<file path="src/urhp_pkg.sv">
// shared constants and types for the root hub port reset and suspend block
package urhp_pkg;
    // register byte offsets on the apb window
    localparam logic [7:0] URHP_OFS_STATUS = 8'h00;
    localparam logic [7:0] URHP_OFS_CONFIG = 8'h04;
    // status read bits and command write bits of the status register
    localparam int URHP_BIT_ATTACHED = 0;
    localparam int URHP_BIT_ENABLED = 1;
    localparam int URHP_BIT_SUSPEND = 2;
    localparam int URHP_BIT_OVERCUR = 3;
    localparam int URHP_BIT_RESET = 4;
    localparam int URHP_BIT_ATTACH_CHG = 16;
    localparam int URHP_BIT_SUSP_CHG = 18;
    localparam int URHP_BIT_RESET_CHG = 20;
    // config register: per-port overcurrent reporting supported
    localparam int URHP_BIT_OC_EN = 0;
    localparam logic URHP_OC_EN_RST = 1'b1;
    // timing, clock rate in kHz, times in ms
    localparam int URHP_CLK_KHZ = 125000;
    localparam int URHP_T_RESET_MS = 10;
    localparam int URHP_T_RESUME_MS = 20;
    localparam int URHP_RESET_CYCLES = URHP_T_RESET_MS * URHP_CLK_KHZ;
    localparam int URHP_RESUME_CYCLES = URHP_T_RESUME_MS * URHP_CLK_KHZ;
    localparam int URHP_TMR_W = 22;
    localparam int URHP_DATA_W = 32;
    localparam int URHP_ADDR_W = 8;
    // port sequencing states
    typedef enum logic [1:0]
    {
        PS_IDLE = 2'b00,
        PS_RESET = 2'b01,
        PS_SUSPENDED = 2'b10,
        PS_RESUMING = 2'b11
    } urhp_state_t;
    // status bits as seen by software
    typedef struct packed
    {
        logic reset_done_change;
        logic suspend_done_change;
        logic attach_change;
        logic port_reset_active;
        logic port_overcurrent_flag;
        logic port_suspended;
        logic port_enabled;
        logic device_attached;
    } urhp_status_t;
endpackage

</file>
<file path="src/urhp_port.sv">
// root hub port reset, overcurrent and suspend control behind an apb slave
// How it works
// - writing one to set-reset raises reset status and drives reset signaling meanwhile
// - reset status clears in the same edge the reset-done change flag rises
// - writing zero to set-reset leaves reset status alone
// - set-reset with no device attached only raises the attach change flag
// - overcurrent flag follows the synchronised overcurrent input
// - overcurrent flag stays zero when per-port reporting is not supported
// - writing one to overcurrent position starts resume, only while suspended
// - set-suspend sets suspend status; held through suspend and resume
// - suspend status clears as the suspend-done change flag rises after resume
// - suspend status is never set without an attached device
// - suspend clears when a port reset starts or on host controller resume state
// - upstream resume from a suspended device is passed to the host controller
// - attached status reports whether a device is on the port
`timescale 1ns/1ps
module urhp_port
    import urhp_pkg::*;
#(
    parameter int RESET_CYCLES = URHP_RESET_CYCLES,
    parameter int RESUME_CYCLES = URHP_RESUME_CYCLES
)
(
    input wire logic pclk,
    input wire logic presetn,
    input wire logic pce,
    input wire logic psel,
    input wire logic penable,
    input wire logic pwrite,
    input wire logic [URHP_ADDR_W-1:0] paddr,
    input wire logic [URHP_DATA_W-1:0] pwdata,
    output logic [URHP_DATA_W-1:0] prdata,
    output logic pready,
    output logic pslverr,
    input wire logic attach_pin,
    input wire logic overcurrent_pin,
    input wire logic wake_pin,
    input wire logic hc_resume_state,
    output logic port_reset_drive,
    output logic port_resume_drive,
    output logic port_enabled,
    output logic resume_to_hc
);
    localparam logic [URHP_TMR_W-1:0] RST_CNT = URHP_TMR_W'(RESET_CYCLES);
    localparam logic [URHP_TMR_W-1:0] RSM_CNT = URHP_TMR_W'(RESUME_CYCLES);

    if (RESET_CYCLES < 1 || RESET_CYCLES >= (1 << URHP_TMR_W))
    begin : g_bad_reset
        $error("urhp_port: reset interval does not fit the timer");
    end
    if (RESUME_CYCLES < 1 || RESUME_CYCLES >= (1 << URHP_TMR_W))
    begin : g_bad_resume
        $error("urhp_port: resume interval does not fit the timer");
    end

    // address match for one register word
    function automatic logic urhp_hit(input logic [URHP_ADDR_W-1:0] a, input logic [URHP_ADDR_W-1:0] ofs);
        return a == ofs;
    endfunction

    logic att_s, oc_s, wake_s;
    urhp_state_t state_q, state_d;
    urhp_status_t sts;
    logic att_q, att_d, oc_q, oc_d, oc_en_q, oc_en_d;
    logic att_chg_q, att_chg_d, susp_chg_q, susp_chg_d, rst_chg_q, rst_chg_d;
    logic en_d, wake_d, rst_drv_d, rsm_drv_d;
    logic att_chg_set, susp_chg_set, rst_chg_set;
    logic tmr_load, tmr_stop, tmr_done;
    logic [URHP_TMR_W-1:0] tmr_count;
    logic [URHP_DATA_W-1:0] rd_word, prdata_d;
    logic pready_d, pslverr_d;
    logic acc, sts_wr, cfg_wr;
    logic cmd_reset, cmd_susp, cmd_resume;

    // pins come from outside the clock domain
    urhp_sync #(.W(3)) u_sync
    (
        .pclk(pclk),
        .presetn(presetn),
        .pce(pce),
        .d({attach_pin, overcurrent_pin, wake_pin}),
        .q({att_s, oc_s, wake_s})
    );

    // one timer serves both reset and resume, they never overlap
    urhp_timer #(.W(URHP_TMR_W)) u_timer
    (
        .pclk(pclk),
        .presetn(presetn),
        .pce(pce),
        .load(tmr_load),
        .count(tmr_count),
        .stop(tmr_stop),
        .expired(tmr_done)
    );

    // apb decode; a write lands on the edge that sees pready high
    assign acc = psel & penable & pready;
    assign sts_wr = acc & pwrite & urhp_hit(paddr, URHP_OFS_STATUS);
    assign cfg_wr = acc & pwrite & urhp_hit(paddr, URHP_OFS_CONFIG);
    assign cmd_reset = sts_wr & pwdata[URHP_BIT_RESET];
    assign cmd_susp = sts_wr & pwdata[URHP_BIT_SUSPEND];
    assign cmd_resume = sts_wr & pwdata[URHP_BIT_OVERCUR];

    // status view shared by read mux and assertions
    always_comb
    begin
        sts = '0;
        sts.reset_done_change = rst_chg_q;
        sts.suspend_done_change = susp_chg_q;
        sts.attach_change = att_chg_q;
        sts.port_reset_active = (state_q == PS_RESET);
        sts.port_overcurrent_flag = oc_q;
        sts.port_suspended = (state_q == PS_SUSPENDED) || (state_q == PS_RESUMING);
        sts.port_enabled = port_enabled;
        sts.device_attached = att_q;
    end

    // port sequencer; disconnect overrides every other event
    always_comb
    begin
        state_d = state_q;
        tmr_load = 1'b0;
        tmr_stop = 1'b0;
        tmr_count = RST_CNT;
        att_chg_set = (att_s != att_q);
        rst_chg_set = 1'b0;
        susp_chg_set = 1'b0;
        en_d = port_enabled;
        wake_d = 1'b0;
        if (!att_q)
        begin
            state_d = PS_IDLE;
            tmr_stop = 1'b0 | (state_q != PS_IDLE);
            en_d = 1'b0;
            if (cmd_reset || cmd_susp)
            begin
                att_chg_set = 1'b1;
            end
        end
        else
        begin
            case (state_q)
                PS_IDLE:
                begin
                    if (cmd_reset)
                    begin
                        state_d = PS_RESET;
                        tmr_load = 1'b1;
                    end
                    else if (cmd_susp)
                    begin
                        state_d = PS_SUSPENDED;
                    end
                end
                PS_RESET:
                begin
                    if (tmr_done)
                    begin
                        state_d = PS_IDLE;
                        rst_chg_set = 1'b1;
                        en_d = 1'b1;
                    end
                end
                PS_SUSPENDED:
                begin
                    if (cmd_reset)
                    begin
                        state_d = PS_RESET;
                        tmr_load = 1'b1;
                    end
                    else if (hc_resume_state)
                    begin
                        state_d = PS_IDLE;
                    end
                    else if (cmd_resume || wake_s)
                    begin
                        state_d = PS_RESUMING;
                        tmr_load = 1'b1;
                        tmr_count = RSM_CNT;
                        wake_d = wake_s;
                    end
                end
                PS_RESUMING:
                begin
                    if (cmd_reset)
                    begin
                        state_d = PS_RESET;
                        tmr_load = 1'b1;
                    end
                    else if (hc_resume_state)
                    begin
                        state_d = PS_IDLE;
                        tmr_stop = 1'b1;
                    end
                    else if (tmr_done)
                    begin
                        state_d = PS_IDLE;
                        susp_chg_set = 1'b1;
                        en_d = 1'b1;
                    end
                end
                default:
                begin
                    state_d = PS_IDLE;
                    tmr_stop = 1'b1;
                end
            endcase
        end
        rst_drv_d = (state_d == PS_RESET);
        rsm_drv_d = (state_d == PS_RESUMING);
    end

    // flags and inputs; a set in the clearing cycle wins
    always_comb
    begin
        att_d = att_s;
        oc_d = oc_s & oc_en_q;
        oc_en_d = cfg_wr ? pwdata[URHP_BIT_OC_EN] : oc_en_q;
        att_chg_d = (att_chg_q & ~(sts_wr & pwdata[URHP_BIT_ATTACH_CHG])) | att_chg_set;
        susp_chg_d = (susp_chg_q & ~(sts_wr & pwdata[URHP_BIT_SUSP_CHG])) | susp_chg_set;
        rst_chg_d = (rst_chg_q & ~(sts_wr & pwdata[URHP_BIT_RESET_CHG])) | rst_chg_set;
    end

    // read mux and answer; one wait state keeps every bus output registered
    always_comb
    begin
        rd_word = '0;
        rd_word[URHP_BIT_ATTACHED] = sts.device_attached;
        rd_word[URHP_BIT_ENABLED] = sts.port_enabled;
        rd_word[URHP_BIT_SUSPEND] = sts.port_suspended;
        rd_word[URHP_BIT_OVERCUR] = sts.port_overcurrent_flag;
        rd_word[URHP_BIT_RESET] = sts.port_reset_active;
        rd_word[URHP_BIT_ATTACH_CHG] = sts.attach_change;
        rd_word[URHP_BIT_SUSP_CHG] = sts.suspend_done_change;
        rd_word[URHP_BIT_RESET_CHG] = sts.reset_done_change;
        pready_d = psel & penable & ~pready;
        pslverr_d = pready_d & ~urhp_hit(paddr, URHP_OFS_STATUS) & ~urhp_hit(paddr, URHP_OFS_CONFIG);
        prdata_d = '0;
        if (pready_d && !pwrite)
        begin
            if (urhp_hit(paddr, URHP_OFS_STATUS))
            begin
                prdata_d = rd_word;
            end
            else if (urhp_hit(paddr, URHP_OFS_CONFIG))
            begin
                prdata_d[URHP_BIT_OC_EN] = oc_en_q;
            end
        end
    end

    // all state, frozen while the clock enable is low
    always_ff @(posedge pclk or negedge presetn)
    begin
        if (!presetn)
        begin
            state_q <= PS_IDLE;
            att_q <= 1'b0;
            oc_q <= 1'b0;
            oc_en_q <= URHP_OC_EN_RST;
            att_chg_q <= 1'b0;
            susp_chg_q <= 1'b0;
            rst_chg_q <= 1'b0;
            port_enabled <= 1'b0;
            resume_to_hc <= 1'b0;
            port_reset_drive <= 1'b0;
            port_resume_drive <= 1'b0;
            prdata <= '0;
            pready <= 1'b0;
            pslverr <= 1'b0;
        end
        else if (pce)
        begin
            state_q <= state_d;
            att_q <= att_d;
            oc_q <= oc_d;
            oc_en_q <= oc_en_d;
            att_chg_q <= att_chg_d;
            susp_chg_q <= susp_chg_d;
            rst_chg_q <= rst_chg_d;
            port_enabled <= en_d;
            resume_to_hc <= wake_d;
            port_reset_drive <= rst_drv_d;
            port_resume_drive <= rsm_drv_d;
            prdata <= prdata_d;
            pready <= pready_d;
            pslverr <= pslverr_d;
        end
    end

    // checks on the sequencer and flags
    property p_reset_start;
        @(posedge pclk) disable iff (!presetn)
        pce && cmd_reset && att_q && state_q == PS_IDLE |=> port_reset_drive && sts.port_reset_active;
    endproperty
    a_reset_start: assert property (p_reset_start) else $error("reset did not start");

    property p_reset_end;
        @(posedge pclk) disable iff (!presetn)
        $rose(rst_chg_q) |-> !sts.port_reset_active && !port_reset_drive && port_enabled;
    endproperty
    a_reset_end: assert property (p_reset_end) else $error("reset status not cleared at done");

    property p_zero_write;
        @(posedge pclk) disable iff (!presetn)
        pce && sts_wr && !pwdata[URHP_BIT_RESET] && !pwdata[URHP_BIT_SUSPEND] && state_q == PS_IDLE
        |=> state_q == PS_IDLE;
    endproperty
    a_zero_write: assert property (p_zero_write) else $error("zero write started a sequence");

    property p_no_device;
        @(posedge pclk) disable iff (!presetn)
        pce && cmd_reset && !att_q |=> att_chg_q && !sts.port_reset_active;
    endproperty
    a_no_device: assert property (p_no_device) else $error("reset of empty port mishandled");

    property p_oc_follow;
        @(posedge pclk) disable iff (!presetn)
        pce |=> oc_q == ($past(oc_s) && $past(oc_en_q));
    endproperty
    a_oc_follow: assert property (p_oc_follow) else $error("overcurrent flag does not follow input");

    property p_oc_off;
        @(posedge pclk) disable iff (!presetn)
        !oc_en_q && !cfg_wr |=> !oc_q;
    endproperty
    a_oc_off: assert property (p_oc_off) else $error("overcurrent flag set while unsupported");

    property p_resume_start;
        @(posedge pclk) disable iff (!presetn)
        pce && cmd_resume && !cmd_reset && !hc_resume_state && att_q && state_q == PS_SUSPENDED
        |=> port_resume_drive && sts.port_suspended;
    endproperty
    a_resume_start: assert property (p_resume_start) else $error("resume did not start");

    property p_resume_end;
        @(posedge pclk) disable iff (!presetn)
        $rose(susp_chg_q) |-> !sts.port_suspended && !port_resume_drive;
    endproperty
    a_resume_end: assert property (p_resume_end) else $error("suspend status kept after resume");

    property p_susp_attach;
        @(posedge pclk) disable iff (!presetn)
        $rose(sts.port_suspended) |-> $past(att_q);
    endproperty
    a_susp_attach: assert property (p_susp_attach) else $error("suspend set without device");

    property p_hc_resume;
        @(posedge pclk) disable iff (!presetn)
        pce && hc_resume_state && !cmd_reset && state_q == PS_SUSPENDED |=> !sts.port_suspended;
    endproperty
    a_hc_resume: assert property (p_hc_resume) else $error("suspend kept in resume state");

    property p_wake;
        @(posedge pclk) disable iff (!presetn)
        pce && wake_s && att_q && !cmd_reset && !hc_resume_state && state_q == PS_SUSPENDED |=> resume_to_hc;
    endproperty
    a_wake: assert property (p_wake) else $error("upstream resume not passed on");

    c_reset_done: cover property (@(posedge pclk) disable iff (!presetn) $rose(rst_chg_q));
    c_resume_done: cover property (@(posedge pclk) disable iff (!presetn) $rose(susp_chg_q));
    c_wake: cover property (@(posedge pclk) disable iff (!presetn) $rose(resume_to_hc));
    c_bad_addr: cover property (@(posedge pclk) disable iff (!presetn) pready && pslverr);
endmodule

</file>
<file path="src/urhp_sync.sv">
// two-flop synchroniser for pin inputs
`timescale 1ns/1ps
module urhp_sync
    import urhp_pkg::*;
#(
    parameter int W = 1
)
(
    input wire logic pclk,
    input wire logic presetn,
    input wire logic pce,
    input wire logic [W-1:0] d,
    output logic [W-1:0] q
);
    logic [W-1:0] meta_q;

    if (W < 1)
    begin : g_bad_w
        $error("urhp_sync: width must be at least one");
    end

    // first stage feeds only the second stage
    always_ff @(posedge pclk or negedge presetn)
    begin
        if (!presetn)
        begin
            meta_q <= '0;
            q <= '0;
        end
        else if (pce)
        begin
            meta_q <= d;
            q <= meta_q;
        end
    end
endmodule

</file>
<file path="src/urhp_timer.sv">
// down counter that pulses once a loaded interval has elapsed
`timescale 1ns/1ps
module urhp_timer
    import urhp_pkg::*;
#(
    parameter int W = URHP_TMR_W
)
(
    input wire logic pclk,
    input wire logic presetn,
    input wire logic pce,
    input wire logic load,
    input wire logic [W-1:0] count,
    input wire logic stop,
    output logic expired
);
    logic [W-1:0] cnt_q, cnt_d;
    logic run_q, run_d;
    logic exp_d;

    if (W < 2)
    begin : g_bad_w
        $error("urhp_timer: width too small");
    end

    // load wins over stop; expiry after count edges
    always_comb
    begin
        cnt_d = cnt_q;
        run_d = run_q;
        exp_d = 1'b0;
        if (load)
        begin
            cnt_d = count;
            run_d = 1'b1;
        end
        else if (stop)
        begin
            run_d = 1'b0;
        end
        else if (run_q)
        begin
            if (cnt_q <= W'(1))
            begin
                run_d = 1'b0;
                exp_d = 1'b1;
            end
            else
            begin
                cnt_d = cnt_q - W'(1);
            end
        end
    end

    always_ff @(posedge pclk or negedge presetn)
    begin
        if (!presetn)
        begin
            cnt_q <= '0;
            run_q <= 1'b0;
            expired <= 1'b0;
        end
        else if (pce)
        begin
            cnt_q <= cnt_d;
            run_q <= run_d;
            expired <= exp_d;
        end
    end
endmodule
</file>
<file path="config.mk">
export PLATFORM = sky130hd
export DESIGN_NAME = urhp_port
export DESIGN_NICKNAME = d
export VERILOG_FILES = /design/src/urhp_pkg.sv /design/src/urhp_port.sv /design/src/urhp_sync.sv /design/src/urhp_timer.sv
export SDC_FILE = /design/constraint.sdc
export NUM_CORES = 1
export LEC_CHECK = 0
export ABC_CLOCK_PERIOD_IN_PS = 2620
export BUFFER_PORTS_ARGS = -buffer_cell sky130_fd_sc_hd__buf_2
export CORE_ASPECT_RATIO = 0.7
export CORE_UTILIZATION = 52
export CTS_CLUSTER_DIAMETER = 40
export DETAILED_ROUTE_END_ITERATION = 7
export PLACE_DENSITY = 0.8
export SLEW_MARGIN = 25
export SYNTH_ARGS = -nofsm -noshare
export SYNTH_HDL_FRONTEND = slang
export SYNTH_SLANG_ARGS = --single-unit
</file>
<file path="constraint.sdc">
create_clock -name pclk -period 2.62 [get_ports pclk]
set_input_delay 0.393 -clock pclk [delete_from_list [all_inputs] [get_ports pclk]]
set_output_delay 0.393 -clock pclk [all_outputs]
set_load 0.01 [all_outputs]
</file>
==> flow_summary.rst, run 1 <==
.. list-table::
   :header-rows: 1

   * - Metric
     - Value
   * - Die Footprint
     - 6006 um^2
   * - Library cell used as clock root buffer
     - sky130_fd_sc_hd__clkbuf_8
   * - Minimum setup slack in the final design
     - 224.1 ps
   * - Number of max-cap violations
     - 0
   * - Final count of hold timing violations
     - 0
   * - Syn avg cell area
     - 9.197 um^2
   * - Number of antenna violations at the first check in global routing
     - 0
   * - Worst-path maximum fanout
     - 5
   * - Class of the tightest hold or removal check
     - in2async
   * - Share of synthesized area occupied by flip-flops and latches
     - 0.4398
   * - Worst clock skew
     - 9.256 ps
   * - Count of inserted antenna diode cells
     - 0
   * - Data arrival time of the critical path
     - 2640 ps
   * - Final routed wirelength across all metal layers
     - a little under 7000 um
   * - Placed wire-length estimate after detailed placement
     - around 5000 um
   * - Congestion Overflow GR
     - 0
   * - Hold buffer count at CTS
     - 0
   * - Drc violations
     - 0
   * - Warning count from the yosys run
     - 0
   * - Highest attainable clock frequency
     - 417.4 MHz
   * - Status
     - finished, final reports clean
   * - Setup tns final
     - 0 ps
   * - Critical Setup Path Class
     - reg2reg
   * - Layout overhead on the synthesized area
     - 16.35%
   * - Crit. End Element
     - register
   * - #FFs+latches synth
     - 52
   * - Total GRT Usage
     - 0.2456
   * - Period Utilization, post-route
     - 0.9145
   * - Transition time of the tightest slew-check pin
     - 490.3 ps
   * - Synth cell types
     - 53
   * - Die Y
     - about 65 um
   * - CTS Buf Count
     - 5
   * - Pre-CTS setup slack
     - between 100 and 150 ps
   * - Worst setup path endpoint
     - u_timer.cnt_q[18]$_DFFE_PN0P_
   * - Depth of the worst register-to-register path
     - 10
   * - Routed len/inst
     - 15.09 um
   * - CTS tree
     - yes
   * - Synthesized cell area
     - around 3000 um^2
   * - H-tree Lvls
     - 2
   * - Initial DRT Pass Iterations
     - 5
   * - GR met1 Demand/Resource
     - 0.3883
   * - Post-DR vias/cell
     - approximately 5.7
   * - Clk sink count
     - 52
   * - Number of nets with antenna violations after detailed routing
     - 0
   * - Quantity of I/O buffers inserted on ports
     - 38
   * - Number of endpoints failing setup at the final stage
     - 0
   * - CTS max path bufs
     - 2
   * - Cell count after synthesis
     - 322
   * - Final period demand of the worst path
     - 2396 ps
   * - Fraction of final layout cells with drive strength greater than 1
     - 0.2211
   * - Met3 track demand over resource in global routing
     - 0.04051
   * - Via count of the first global-routing pass
     - 2293
   * - Final weighted congestion of routability-driven global placement
     - 0.9444
   * - Endpoint of the worst register-to-register path
     - u_timer.cnt_q[18]$_DFFE_PN0P_
   * - Area inside the core boundary
     - 5368 um^2
   * - Count of flip-flops with a built-in enable after synthesis
     - 0
   * - Max-slew headroom at the worst pin
     - 0.6706
   * - Clock Pin Slew Worst Setup and Hold Paths
     - 100 ps
   * - Startpoint of the most critical register-to-register path
     - state_q[1]$_DFFE_PN0P_
   * - Net count reported at finish
     - 435
   * - Worst setup startpoint
     - state_q[1]$_DFFE_PN0P_
   * - Setup repair after global routing missed its margin
     - false
   * - Starting DRT DRC Count
     - 225
   * - Data required time of the worst path
     - 2870 ps
   * - Std-Cell Rows
     - 22
   * - Power density over the cells
     - 787.9 nW/um^2
   * - Share of flip-flops with an asynchronous set or reset after synthesis
     - 1.000
   * - Initial cell density of the core
     - 0.5517
   * - Internal reg-to-reg setup slack
     - ~220 ps
   * - First-pass GRT wire length
     - about 11000 um
   * - Die Span X
     - approximately 90 um
   * - Total I/O pin count
     - 88
   * - Routing layer with the top usage in global route
     - met1
   * - CP Launch Type
     - register
   * - Most used flip-flop cell after synthesis
     - sky130_fd_sc_hd__dfrtp_1
   * - Number of slew-limit violations in the final report
     - 0
   * - Pin count of the biggest net entering global routing
     - 53
   * - Met2 demand-to-capacity share in global routing
     - 0.3489
   * - Insertion delay of the later-clocked pin in the worst-skew pair
     - 320 ps
   * - Via count
     - 2577
   * - Leakage dissipation
     - 1.668 nW
   * - Maximum ir drop on the vdd rail
     - 0.4778 mV
-- kinds of logic (layout without fill, tap and decap cells) --
kind of cell               after synthesis  count (layout)  share of synthesized area
buffers and inverters                   52              87                    0.09632
muxes                                    7               7                    0.02619
xor gates and xnor gates                 7               7                    0.02070
DFF                                     52              52                     0.4398
adders and majority gates                6               6                    0.02535
AOI/OAI and AO/OA                       89              89                     0.1969
and+or+nand+nor                        108             108                     0.1935
other                                    1              24                   0.001266
-- what timing repair did --
action | CTS | global route
setup buffers | 0 | 2
resized for setup | 0 | 1
hold endpoints to repair | 0 | 0
endpoints found under the setup margin | 0 | 9
-- cells in the mapped netlist, drive strengths merged (2+ instances only) --
cell type | instances | area, um^2
nand2b | 2 | 12.51
a41oi | 2 | 17.52
nor2b | 3 | 18.77
a32o | 2 | 20.02
mux2 | 6 | 67.56
xor2 | 6 | 52.55
clkbuf | 9 | 33.78
nand4 | 6 | 37.54
o22ai | 3 | 18.77
nor4 | 7 | 65.06
a31oi | 5 | 31.28
or4 | 4 | 37.53
o21ai | 31 | 158.9
nor2 | 28 | 105.1
or3 | 6 | 37.54
ha | 6 | 75.07
buf | 26 | 187.7
nor3 | 10 | 50.05
o211a | 2 | 20.02
nand4b | 2 | 17.52
o21a | 3 | 22.52
a21oi | 16 | 80.08
a22o | 7 | 61.31
nand2 | 20 | 75.07
nand3 | 14 | 70.07
o22a | 4 | 35.03
o211ai | 2 | 15.01
inv | 17 | 63.81
dfrtp | 51 | 1276
o2bb2ai | 4 | 35.03
-- per-layer routing --
metal  part of all wire  vias up
met3              0.076       14
met1               0.50     1208
li1                   -     1234
met4              0.019        0
met2               0.41      121
met5                  0        -
-- area by class of cell --
type | instances | area [um^2]
clock inverter | 3 | 46.29
tap | 72 | 90.09
fill | 441 | 1922
clock buffer | 5 | 68.82
timing repair buffer | 62 | 407.9
sequential | 52 | 1303
multi-input combinational | 241 | 1466
inverter | 17 | 63.81
-- metrics by stage --
| step | total power, mW | area [um^2] | utilization | cells | hold slack [ps] |
|---|---|---|---|---|---|
| 5_1_grt | 2.900 | 3446 | 0.6420 | 452 | 75.89 |
| 2_1_floorplan | 1.796 | 3048 | - | 345 | 97.41 |
| 6_report | 2.715 | 3446 | 0.6420 | 452 | 39.70 |
| 4_1_cts | 2.696 | 3425 | 0.6380 | 450 | 68.90 |
| 3_3_place_gp | 2.088 | 3309 | 0.6166 | 442 | 404.5 |
| 3_5_place_dp | 2.126 | 3309 | 0.6166 | 442 | 408.6 |
-- layout by cell type, fill, tap and decap left out, types with 3 or more instances in the layout --
master / synthesis / layout
sky130_fd_sc_hd__o2bb2ai_1: 4 / 4
sky130_fd_sc_hd__nor4_1: 5 / 4
sky130_fd_sc_hd__a31oi_1: 5 / 5
sky130_fd_sc_hd__o21a_1: 3 / 3
sky130_fd_sc_hd__nor2_1: 28 / 28
sky130_fd_sc_hd__conb_1: 1 / 24
sky130_fd_sc_hd__ha_1: 6 / 6
sky130_fd_sc_hd__a21oi_1: 16 / 16
sky130_fd_sc_hd__o22a_1: 4 / 4
sky130_fd_sc_hd__buf_2: 0 / 38
sky130_fd_sc_hd__nand2_1: 20 / 20
sky130_fd_sc_hd__xor2_1: 6 / 6
sky130_fd_sc_hd__nor3_1: 10 / 10
sky130_fd_sc_hd__nand4_1: 6 / 6
sky130_fd_sc_hd__buf_12: 0 / 3
sky130_fd_sc_hd__or3_1: 6 / 6
sky130_fd_sc_hd__nor2b_1: 3 / 3
sky130_fd_sc_hd__o21ai_0: 30 / 30
sky130_fd_sc_hd__inv_1: 17 / 17
sky130_fd_sc_hd__o22ai_1: 3 / 3
sky130_fd_sc_hd__a22o_1: 7 / 7
sky130_fd_sc_hd__nand3_1: 14 / 14
sky130_fd_sc_hd__dfrtp_1: 51 / 51
sky130_fd_sc_hd__buf_4: 24 / 21
sky130_fd_sc_hd__mux2_2: 6 / 6
sky130_fd_sc_hd__clkbuf_8: 0 / 5
-- state kept, by name, indices dropped and copies added (netlist names), 2 cells and up --
register and flops:
u_sync.meta_q 3, state_q 2, u_timer.cnt_q 22, prdata 8
u_sync.q 3
-- critical path: stages, from the launching register on --
cell                        delay [ps]
sky130_fd_sc_hd__dfrtp_1           390
sky130_fd_sc_hd__inv_1             100
sky130_fd_sc_hd__ha_1              200
sky130_fd_sc_hd__or4bb_1           490
sky130_fd_sc_hd__nor4_2            190
sky130_fd_sc_hd__buf_4             170
sky130_fd_sc_hd__o21ai_0           100
sky130_fd_sc_hd__buf_4             160
sky130_fd_sc_hd__o211ai_1          190
sky130_fd_sc_hd__o21a_1            190
sky130_fd_sc_hd__a2bb2oi_1         160
-- how the worst min path moves through the flow --
stage / from / to / cells past startpoint
after global routing: presetn / u_sync.meta_q[1]$_DFFE_PN0P_ / 2
after global placement: presetn / u_sync.meta_q[1]$_DFFE_PN0P_ / 2
final: presetn / pslverr$_DFFE_PN0P_ / 2
after detailed placement: presetn / u_sync.meta_q[1]$_DFFE_PN0P_ / 2
after floorplan: presetn / att_chg_q$_DFFE_PN0P_ / 0
after CTS: presetn / pready$_DFFE_PN0P_ / 2
-- where the power goes --
group	switching [mW]	internal (mW)	total, mW
clock	0.281	0.288	0.569
combinational	0.670	0.421	1.09
sequential	0.123	0.932	1.06
Note: power is estimated with default switching activity, not from simulation.
==> run 2, diff against run 1 <==
--- a/config.mk
+++ b/config.mk
@@ -7,7 +7,7 @@
 export LEC_CHECK = 0
 export ABC_CLOCK_PERIOD_IN_PS = 2620
 export BUFFER_PORTS_ARGS = -buffer_cell sky130_fd_sc_hd__buf_2
-export CORE_ASPECT_RATIO = 0.7
+export CORE_ASPECT_RATIO = 0.8
 export CORE_UTILIZATION = 52
 export CTS_CLUSTER_DIAMETER = 40
 export DETAILED_ROUTE_END_ITERATION = 7
==> flow_summary.rst, run 2 (synthesized netlist as in run 1, its figures left out) <==
.. list-table::
   :header-rows: 1

   * - Metric
     - Value
   * - Class of the tightest hold or removal check
     - in2async
   * - Failing checks
     - design-rule violations
   * - Die Footprint
     - 6003 um^2 (about the same)
   * - Period Utilization, post-route
     - 0.9292 (+0.01474)
   * - Cell seen most often among critical-path stages
     - sky130_fd_sc_hd__o21ai_0
   * - Crit. End Element
     - register
   * - Number of nets with antenna violations after detailed routing
     - 0 (unchanged)
   * - CP peak stage delay
     - 510 ps (+20 ps)
   * - Congestion Overflow GR
     - 0 (unchanged)
   * - First-pass GRT wire length
     - 11840 um (+4.0%)
   * - Highest routed layer
     - met4
   * - Register with the most flip-flops
     - u_timer.cnt_q
   * - Cell area after layout
     - 3432 um^2 (-0.40%)
   * - Std-Cell Rows
     - 24 (+9.1%)
   * - Die Span X
     - 86.38 um (-6.3%)
   * - Depth of the worst register-to-register path
     - 10 (unchanged)
   * - CTS tree
     - yes
   * - Flip-flop count of the largest register after layout
     - 22 (unchanged)
   * - Endpoint of the worst register-to-register path
     - u_timer.cnt_q[20]$_DFFE_PN0P_
   * - CTS Buf Count
     - 5 (unchanged)
   * - Data arrival time of the critical path
     - 2630 ps (about the same)
   * - Routed length on met2
     - 3170 um (+14%)
   * - Minimum setup slack in the final design
     - 185.5 ps (-38.62 ps)
   * - Total I/O pin count
     - 88 (unchanged)
   * - Fillers
     - 457 (+3.6%)
   * - Cells along the critical path
     - inv_1 -> ha_1 -> or4bb_1 -> nor4_2 -> buf_4 -> o21ai_0 -> o211a_1 -> buf_4 -> o21ai_0 -> o21ai_0
   * - Via count
     - 2633 (+2.2%)
   * - Pin count of the biggest net entering global routing
     - 39 (-26%)
   * - Clock Pin Slew Worst Setup and Hold Paths
     - 100 ps (about the same)
   * - Top library cells by usage in the layout, fill and taps aside
     - sky130_fd_sc_hd__dfrtp_1 (51), sky130_fd_sc_hd__buf_2 (38), sky130_fd_sc_hd__o21ai_0 (30), sky130_fd_sc_hd__nor2_1 (28), sky130_fd_sc_hd__conb_1 (24)
   * - Quantity of I/O buffers inserted on ports
     - 38 (unchanged)
   * - Overall power
     - 2.767 mW (+1.9%)
   * - Setup tns final
     - 0 ps (unchanged)
   * - Setup repair after global routing missed its margin
     - false
   * - H-tree Lvls
     - 2 (unchanged)
   * - End-of-flow core utilization
     - 0.6280 (-0.01398)
   * - Master of the slowest instance on the critical path
     - sky130_fd_sc_hd__or4bb_1
   * - Starting DRT DRC Count
     - 246 (+9.3%)
   * - CTS max path bufs
     - 2 (unchanged)
   * - Startpoint of the most critical register-to-register path
     - state_q[1]$_DFFE_PN0P_
   * - Critical Setup Path Class
     - reg2reg
   * - CP Launch Type
     - register
   * - Number of max-cap violations
     - 0 (unchanged)
   * - Number of slew-limit violations in the final report
     - 0 (unchanged)
   * - Total GRT Usage
     - 0.2530 (+0.007461)
   * - Instance area at placement
     - 3297 um^2 (-0.38%)
   * - DRT met1 WL
     - 3242 um (-4.5%)
   * - Hold slack final
     - 166.0 ps (+126.3 ps)
   * - Hold buffer count at CTS
     - 0 (unchanged)
   * - Final routed wirelength across all metal layers
     - 6970 um (+2.2%)
   * - Routed len/inst
     - 15.35 um (+1.7%)
   * - Data required time of the worst path
     - 2820 ps (-50 ps)
   * - Drc violations
     - 2 (+2)
   * - Insertion delay of the later-clocked pin in the worst-skew pair
     - 310 ps (about the same)
   * - Clk sink count
     - 52 (unchanged)
   * - Final weighted congestion of routability-driven global placement
     - 0.9989 (+5.8%)
   * - Via count of the first global-routing pass
     - 2439 (+6.4%)
   * - Transition time of the tightest slew-check pin
     - 824.2 ps (+333.8 ps)
   * - Most common cell after layout, fill and taps aside
     - sky130_fd_sc_hd__dfrtp_1
   * - Highest attainable clock frequency
     - 410.8 MHz (-1.6%)
   * - Die Y
     - 69.50 um (+6.7%)
   * - Largest regs
     - u_timer.cnt_q: 22 flops, prdata: 8 flops
   * - Internal reg-to-reg setup slack
     - 190 ps (-40 ps)
   * - Worst clock skew
     - 11.93 ps (+2.669 ps)
   * - Max-slew headroom at the worst pin
     - 0.4506 (-0.2200)
   * - Final period demand of the worst path
     - 2435 ps (+38.62 ps)
   * - Initial DRT Pass Iterations
     - 7 (+2)
   * - Bufs and invs on worst path
     - 3 (unchanged)
   * - Power density over the cells
     - 806.1 nW/um^2 (+2.3%)
   * - Largest delay contributor family on the critical path
     - simple AND/OR/NAND/NOR gates
   * - Leakage dissipation
     - 1.658 nW (-0.61%)
   * - Count of inserted antenna diode cells
     - 0 (unchanged)
   * - Placed wire-length estimate after detailed placement
     - 5215 um (+3.8%)
   * - Count of placed standard cells including taps
     - 447 (+1.1%)
   * - Worst setup startpoint
     - state_q[1]$_DFFE_PN0P_
   * - Final count of hold timing violations
     - 0 (unchanged)
   * - Post-DR vias/cell
     - 5.800 (+1.7%)
   * - Net count reported at finish
     - 432 (-0.69%)
   * - Area inside the core boundary
     - 5465 um^2 (+1.8%)
   * - Worst-path maximum fanout
     - 8 (+3)
   * - Pre-CTS setup slack
     - 13.82 ps (-89.71 ps)
   * - Number of endpoints failing setup at the final stage
     - 0 (unchanged)
   * - Library cell used as clock root buffer
     - sky130_fd_sc_hd__clkbuf_8
   * - Status
     - complete, but fails checks
   * - Number of antenna violations at the first check in global routing
     - 0 (unchanged)
   * - Layout overhead on the synthesized area
     - 15.89%
   * - Met3 Wirelength
     - 455 um (-12%)
   * - Post-route insts no fill
     - 454 (+0.44%)
   * - Fraction of final layout cells with drive strength greater than 1
     - 0.2128 (-0.008287)
   * - Maximum ir drop on the vdd rail
     - 0.3853 mV (-19%)
   * - Initial cell density of the core
     - 0.5419 (-0.009853)
[run 2: cell count changes in the layout (fill, tap and decap cells not counted), sizes merged]
cell,delta
clkinvlp,-1
inv,-1
bufinv,+1
buf,-3
[run 2: timing repair]
action	4_1_cts	5_1_grt
setup buffers	0	0
gates resized for setup	0	1
setup endpoints to repair	0	8
[run 2: power by group]
part / total [mW] / internal [mW] / switching, mW / leakage, nW
combinational: 1.07 / 0.415 / 0.659 / 0.900
sequential: 1.06 / 0.931 / 0.125 / 0.694
clock: 0.636 / 0.376 / 0.260 / 0.0642
total: 2.77 / 1.72 / 1.04 / 1.66
[run 2: worst max-delay path by stage]
stage                                          endpoint  slack (ps)  cells past startpoint
after floorplan           u_timer.cnt_q[17]$_DFFE_PN0P_         110                      7
after global routing      u_timer.cnt_q[12]$_DFFE_PN0P_          20                     10
after global placement    u_timer.cnt_q[17]$_DFFE_PN0P_          60                      8
final                     u_timer.cnt_q[20]$_DFFE_PN0P_         190                     10
after CTS                 u_timer.cnt_q[20]$_DFFE_PN0P_         140                     10
after detailed placement  u_timer.cnt_q[17]$_DFFE_PN0P_          10                      8
[run 2: worst reg2reg max path, cell delays in order (launching register included)]
cell                      delay [ps]
sky130_fd_sc_hd__dfrtp_1         430
sky130_fd_sc_hd__inv_1           110
sky130_fd_sc_hd__ha_1            200
sky130_fd_sc_hd__or4bb_1         510
sky130_fd_sc_hd__nor4_2          180
sky130_fd_sc_hd__buf_4           160
sky130_fd_sc_hd__o21ai_0         120
sky130_fd_sc_hd__o211a_1         210
sky130_fd_sc_hd__buf_4           170
sky130_fd_sc_hd__o21ai_0         140
sky130_fd_sc_hd__o21ai_0         100
[run 2: final cells by class]
| type | instances | area [um^2] | share of cell area |
|---|---|---|---|
| Clock buffer | 5 | 68.82 | 0.02005 |
| Clock inverter | 2 | 60.06 | 0.01750 |
| Inverter | 17 | 63.81 | 0.01859 |
| Multi-Input combinational cell | 241 | 1466 | 0.4273 |
| Sequential cell | 52 | 1303 | 0.3795 |
| Tap cell | 78 | 97.59 | 0.02844 |
| Timing Repair Buffer | 59 | 372.9 | 0.1086 |
[run 2: routing by layer]
layer | global-route usage | vias to the layer above
met2 | 0.3721 | 115
met4 | 0.07778 | 0
met3 | 0.04762 | 14
met1 | 0.3782 | 1275
li1 | - | 1229
met5 | 0 | -
==> run 3, diff against run 2 <==
--- a/config.mk
+++ b/config.mk
@@ -8,11 +8,12 @@
 export ABC_CLOCK_PERIOD_IN_PS = 2620
 export BUFFER_PORTS_ARGS = -buffer_cell sky130_fd_sc_hd__buf_2
 export CORE_ASPECT_RATIO = 0.8
-export CORE_UTILIZATION = 52
+export CORE_UTILIZATION = 54
 export CTS_CLUSTER_DIAMETER = 40
 export DETAILED_ROUTE_END_ITERATION = 7
-export PLACE_DENSITY = 0.8
+export PLACE_DENSITY = 0.81
 export SLEW_MARGIN = 25
 export SYNTH_ARGS = -nofsm -noshare
 export SYNTH_HDL_FRONTEND = slang
+export SYNTH_HIERARCHICAL = 1
 export SYNTH_SLANG_ARGS = --single-unit
==> flow_summary.rst, run 3 <==
.. list-table::
   :header-rows: 1

   * - Metric
     - Value
   * - Status
     - finished, final reports clean
   * - Final period demand of the worst path
     - 2451 ps (+16.11 ps)
   * - Quantity of I/O buffers inserted on ports
     - 38 (unchanged)
   * - Fillers
     - 492 (+7.7%)
   * - Cells along the critical path
     - and4_2 -> nand4_1 -> a31oi_1 -> a21oi_1 -> and2b_2 -> o21ai_1 -> or3_2 -> o311ai_0
   * - Most used flip-flop cell after synthesis
     - sky130_fd_sc_hd__dfrtp_1
   * - Critical Setup Path Class
     - reg2reg
   * - Power Internal
     - 1.449 mW (-16%)
   * - Fraction of power consumed by combinational cells
     - 0.347 (-0.041)
   * - Top library cells by usage in the layout, fill and taps aside
     - sky130_fd_sc_hd__dfrtp_1 (51), sky130_fd_sc_hd__buf_2 (38), sky130_fd_sc_hd__conb_1 (34), sky130_fd_sc_hd__buf_4 (29), sky130_fd_sc_hd__nand2_1 (25)
   * - Number of endpoints failing setup at the final stage
     - 0 (unchanged)
   * - Routed len/inst
     - 16.19 um (+5.5%)
   * - Worst-path maximum fanout
     - 7 (-1)
   * - Class of the tightest hold or removal check
     - in2reg
   * - Worst clock skew
     - 5.320 ps (-6.606 ps)
   * - Final weighted congestion of routability-driven global placement
     - 0.9317 (-6.7%)
   * - Post-DR vias/cell
     - 6.056 (+4.4%)
   * - CTS max path bufs
     - 2 (unchanged)
   * - Fraction of final layout cells with drive strength greater than 1
     - 0.2426 (+0.02980)
   * - Die Span X
     - 91.44 um (+5.9%)
   * - Layout overhead on the synthesized area
     - 12.27%
   * - Insertion delay of the later-clocked pin in the worst-skew pair
     - 310 ps (about the same)
   * - Maximum ir drop on the vdd rail
     - 0.3774 mV (-2.0%)
   * - Net count reported at finish
     - 493 (+14%)
   * - Final routed wirelength across all metal layers
     - 8387 um (+20%)
   * - Starting DRT DRC Count
     - 318 (+29%)
   * - Number of nets with antenna violations after detailed routing
     - 0 (unchanged)
   * - Master of the slowest instance on the critical path
     - sky130_fd_sc_hd__or3_2
   * - Share of flip-flops with an asynchronous set or reset after synthesis
     - 1.000 (unchanged)
   * - Instance area at placement
     - 3739 um^2 (+13%)
   * - Drc violations
     - 0 (-2)
   * - Highest attainable clock frequency
     - 408.1 MHz (-0.66%)
   * - Cell type contributing the most total cell area after synthesis
     - sky130_fd_sc_hd__dfrtp_1
   * - Crit. End Element
     - register
   * - Cell area after layout
     - 3880 um^2 (+13%)
   * - Area inside the core boundary
     - 6037 um^2 (+10%)
   * - H-tree Lvls
     - 2 (unchanged)
   * - Setup tns final
     - 0 ps (unchanged)
   * - Most instantiated library cell after synthesis
     - sky130_fd_sc_hd__dfrtp_1
   * - Syn avg cell area
     - 9.315 um^2 (+1.3%)
   * - Congestion Overflow GR
     - 0 (unchanged)
   * - Transition time of the tightest slew-check pin
     - 691.8 ps (-132.3 ps)
   * - Flip-flop count of the largest register after layout
     - 22 (unchanged)
   * - First-pass GRT wire length
     - 14140 um (+19%)
   * - Top post-synthesis cells by area
     - sky130_fd_sc_hd__dfrtp_1 (37%), sky130_fd_sc_hd__buf_4 (5.4%), sky130_fd_sc_hd__nand2_1 (2.7%), sky130_fd_sc_hd__inv_1 (2.6%), sky130_fd_sc_hd__mux2_4 (2.6%)
   * - Register with the most flip-flops
     - u_timer/cnt_q
   * - Bufs and invs on worst path
     - 0 (-3)
   * - List of most frequent post-synthesis cells
     - sky130_fd_sc_hd__dfrtp_1 (51), sky130_fd_sc_hd__buf_4 (25), sky130_fd_sc_hd__nand2_1 (25)
   * - Cell count after synthesis
     - 371 (+15%)
   * - CTS Buf Count
     - 5 (unchanged)
   * - Library cell used as clock root buffer
     - sky130_fd_sc_hd__clkbuf_8
   * - Total GRT Usage
     - 0.2663 (+0.01332)
   * - CP Launch Type
     - register
   * - Initial DRT Pass Iterations
     - 7 (unchanged)
   * - Clock Pin Slew Worst Setup and Hold Paths
     - 90 ps (about the same)
   * - Setup repair after global routing missed its margin
     - false
   * - Total I/O pin count
     - 88 (unchanged)
   * - #FFs+latches synth
     - 52 (unchanged)
   * - Clk pwr share
     - 0.206 (-0.024)
   * - Largest delay contributor family on the critical path
     - simple AND/OR/NAND/NOR gates
   * - Clk sink count
     - 52 (unchanged)
   * - Via count of the first global-routing pass
     - 2856 (+17%)
   * - Die Y
     - 73.55 um (+5.8%)
   * - Startpoint of the most critical register-to-register path
     - pready$_DFFE_PN0P_
   * - Count of flip-flops with a built-in enable after synthesis
     - 0 (unchanged)
   * - Data arrival time of the critical path
     - 2640 ps (about the same)
   * - Power density over the cells
     - 595.3 nW/um^2 (-26%)
   * - Max-slew headroom at the worst pin
     - 0.5349 (+0.08438)
   * - Count of inserted antenna diode cells
     - 0 (unchanged)
   * - Leakage dissipation
     - 1.676 nW (+1.1%)
   * - Number of slew-limit violations in the final report
     - 0 (unchanged)
   * - Most common cell after layout, fill and taps aside
     - sky130_fd_sc_hd__dfrtp_1
   * - Data required time of the worst path
     - 2810 ps (about the same)
   * - Via count
     - 3137 (+19%)
   * - CP peak stage delay
     - 430 ps (-80 ps)
   * - HP Start
     - wake_pin
   * - Period Utilization, post-route
     - 0.9354 (+0.006149)
   * - Area share of the largest cell type after synthesis
     - 0.3693 (-0.06163)
   * - Pin count of the biggest net entering global routing
     - 37 (-5.1%)
   * - Synthesized cell area
     - 3456 um^2 (+17%)
   * - CTS tree
     - yes
   * - Largest regs
     - u_timer/cnt_q: 22 flops, prdata: 8 flops
   * - Part of the total power dissipated in sequential elements
     - 0.447 (+0.065)
   * - Share of total power consumed by net switching
     - 0.3727 (-0.004780)
   * - Final count of hold timing violations
     - 0 (unchanged)
   * - Number of antenna violations at the first check in global routing
     - 0 (unchanged)
   * - Die Footprint
     - 6725 um^2 (+12%)
   * - Number of max-cap violations
     - 0 (unchanged)
   * - Synth cell types
     - 68 (+28%)
   * - Std-Cell Rows
     - 25 (+4.2%)
   * - Worst setup startpoint
     - pready$_DFFE_PN0P_
   * - Share of synthesized area occupied by flip-flops and latches
     - 0.3769 (-0.06290)
   * - Warning count from the yosys run
     - 6 (+6)
   * - Power spent charging and discharging nets
     - 0.8607 mW (-18%)
   * - Initial cell density of the core
     - 0.5724 (+0.03054)
   * - Placed wire-length estimate after detailed placement
     - 5896 um (+13%)
## run 3: metal layers
metal / vias to the layer above / track usage / share of wire
li1: 1466 / - / -
met1: 1495 / 0.4011 / 0.49
met2: 156 / 0.3977 / 0.42
met3: 20 / 0.03623 / 0.074
met4: 0 / 0.08289 / 0.016
met5: - / 0 / 0
## run 3: stage by stage
stage            util  power (mW)  setup WS (ps)  std cells  hold WS [ps]
5_1_grt        0.6427       2.463          23.94        518         301.6
2_1_floorplan       -       1.605          88.51        403         97.41
4_1_cts        0.6363       2.296          127.7        513         309.4
3_5_place_dp   0.6193       1.810         -41.10        504         334.7
3_3_place_gp   0.6193       1.776          17.20        504         326.5
6_report       0.6427       2.310          169.4        518         314.7
## run 3: worst register-to-register path, delay by kind of cell, from the launching register on
family / cells / cell delay [ps]
simple gates: 4 / 1180
compound gates: 4 / 760
flops: 1 / 400
## run 3: cells by family (layout without fill, tap and decap cells)
logic type | count (synthesis) | count (layout) | synth area share
and+or+nand+nor | 129 | 129 | 0.2201
AOI/OAI and AO/OA | 98 | 98 | 0.2049
buffers and inverters | 68 | 102 | 0.1177
DFF | 52 | 52 | 0.3769
muxes | 14 | 14 | 0.05033
adders and majority gates | 7 | 7 | 0.02534
other | 2 | 34 | 0.002173
xor gates and xnor gates | 1 | 1 | 0.002535
## run 3: final timing paths
kind                                           endpoint  slack (ps)  cells after the start
min                        u_sync/meta_q[0]$_DFFE_PN0P_         310                      2
min reg2reg                      susp_chg_q$_DFFE_PN0P_         480                      2
min in group asynchronous  u_timer/cnt_q[3]$_DFFE_PN0P_         530                      2
max                        u_timer/cnt_q[6]$_DFFE_PN0P_         170                      8
max reg2reg                u_timer/cnt_q[6]$_DFFE_PN0P_         170                      8
max in group asynchronous           oc_en_q$_DFFE_PN1P_        1280                      3
## run 3: power by group through the flow
stage	clock [mW]	combinational, mW	sequential [mW]
6_report	0.477	0.801	1.03
5_1_grt	0.527	0.887	1.05
4_1_cts	0.486	0.782	1.03
3_5_place_dp	0	0.766	1.04
3_3_place_gp	0	0.741	1.04
2_1_floorplan	0	0.585	1.02
## run 3: layout make-up
| cell class | count | area [um^2] | share of cell area |
|---|---|---|---|
| clock buffers | 6 | 82.58 | 0.02128 |
| clock inverters | 2 | 10.01 | 0.002580 |
| inverters | 26 | 97.59 | 0.02515 |
| multi-input cells | 283 | 1868 | 0.4815 |
| flip-flops and latches | 52 | 1303 | 0.3357 |
| well taps | 81 | 101.3 | 0.02612 |
| repair buffers | 68 | 417.9 | 0.1077 |
## run 3: timing repair
action / in CTS / in global routing
buffers inserted: 0 / 5
hold buffers: 1 / 0
resized for setup: 0 / 2
hold endpoints to repair: 2 / 0
endpoints found under the setup margin: 0 / 12
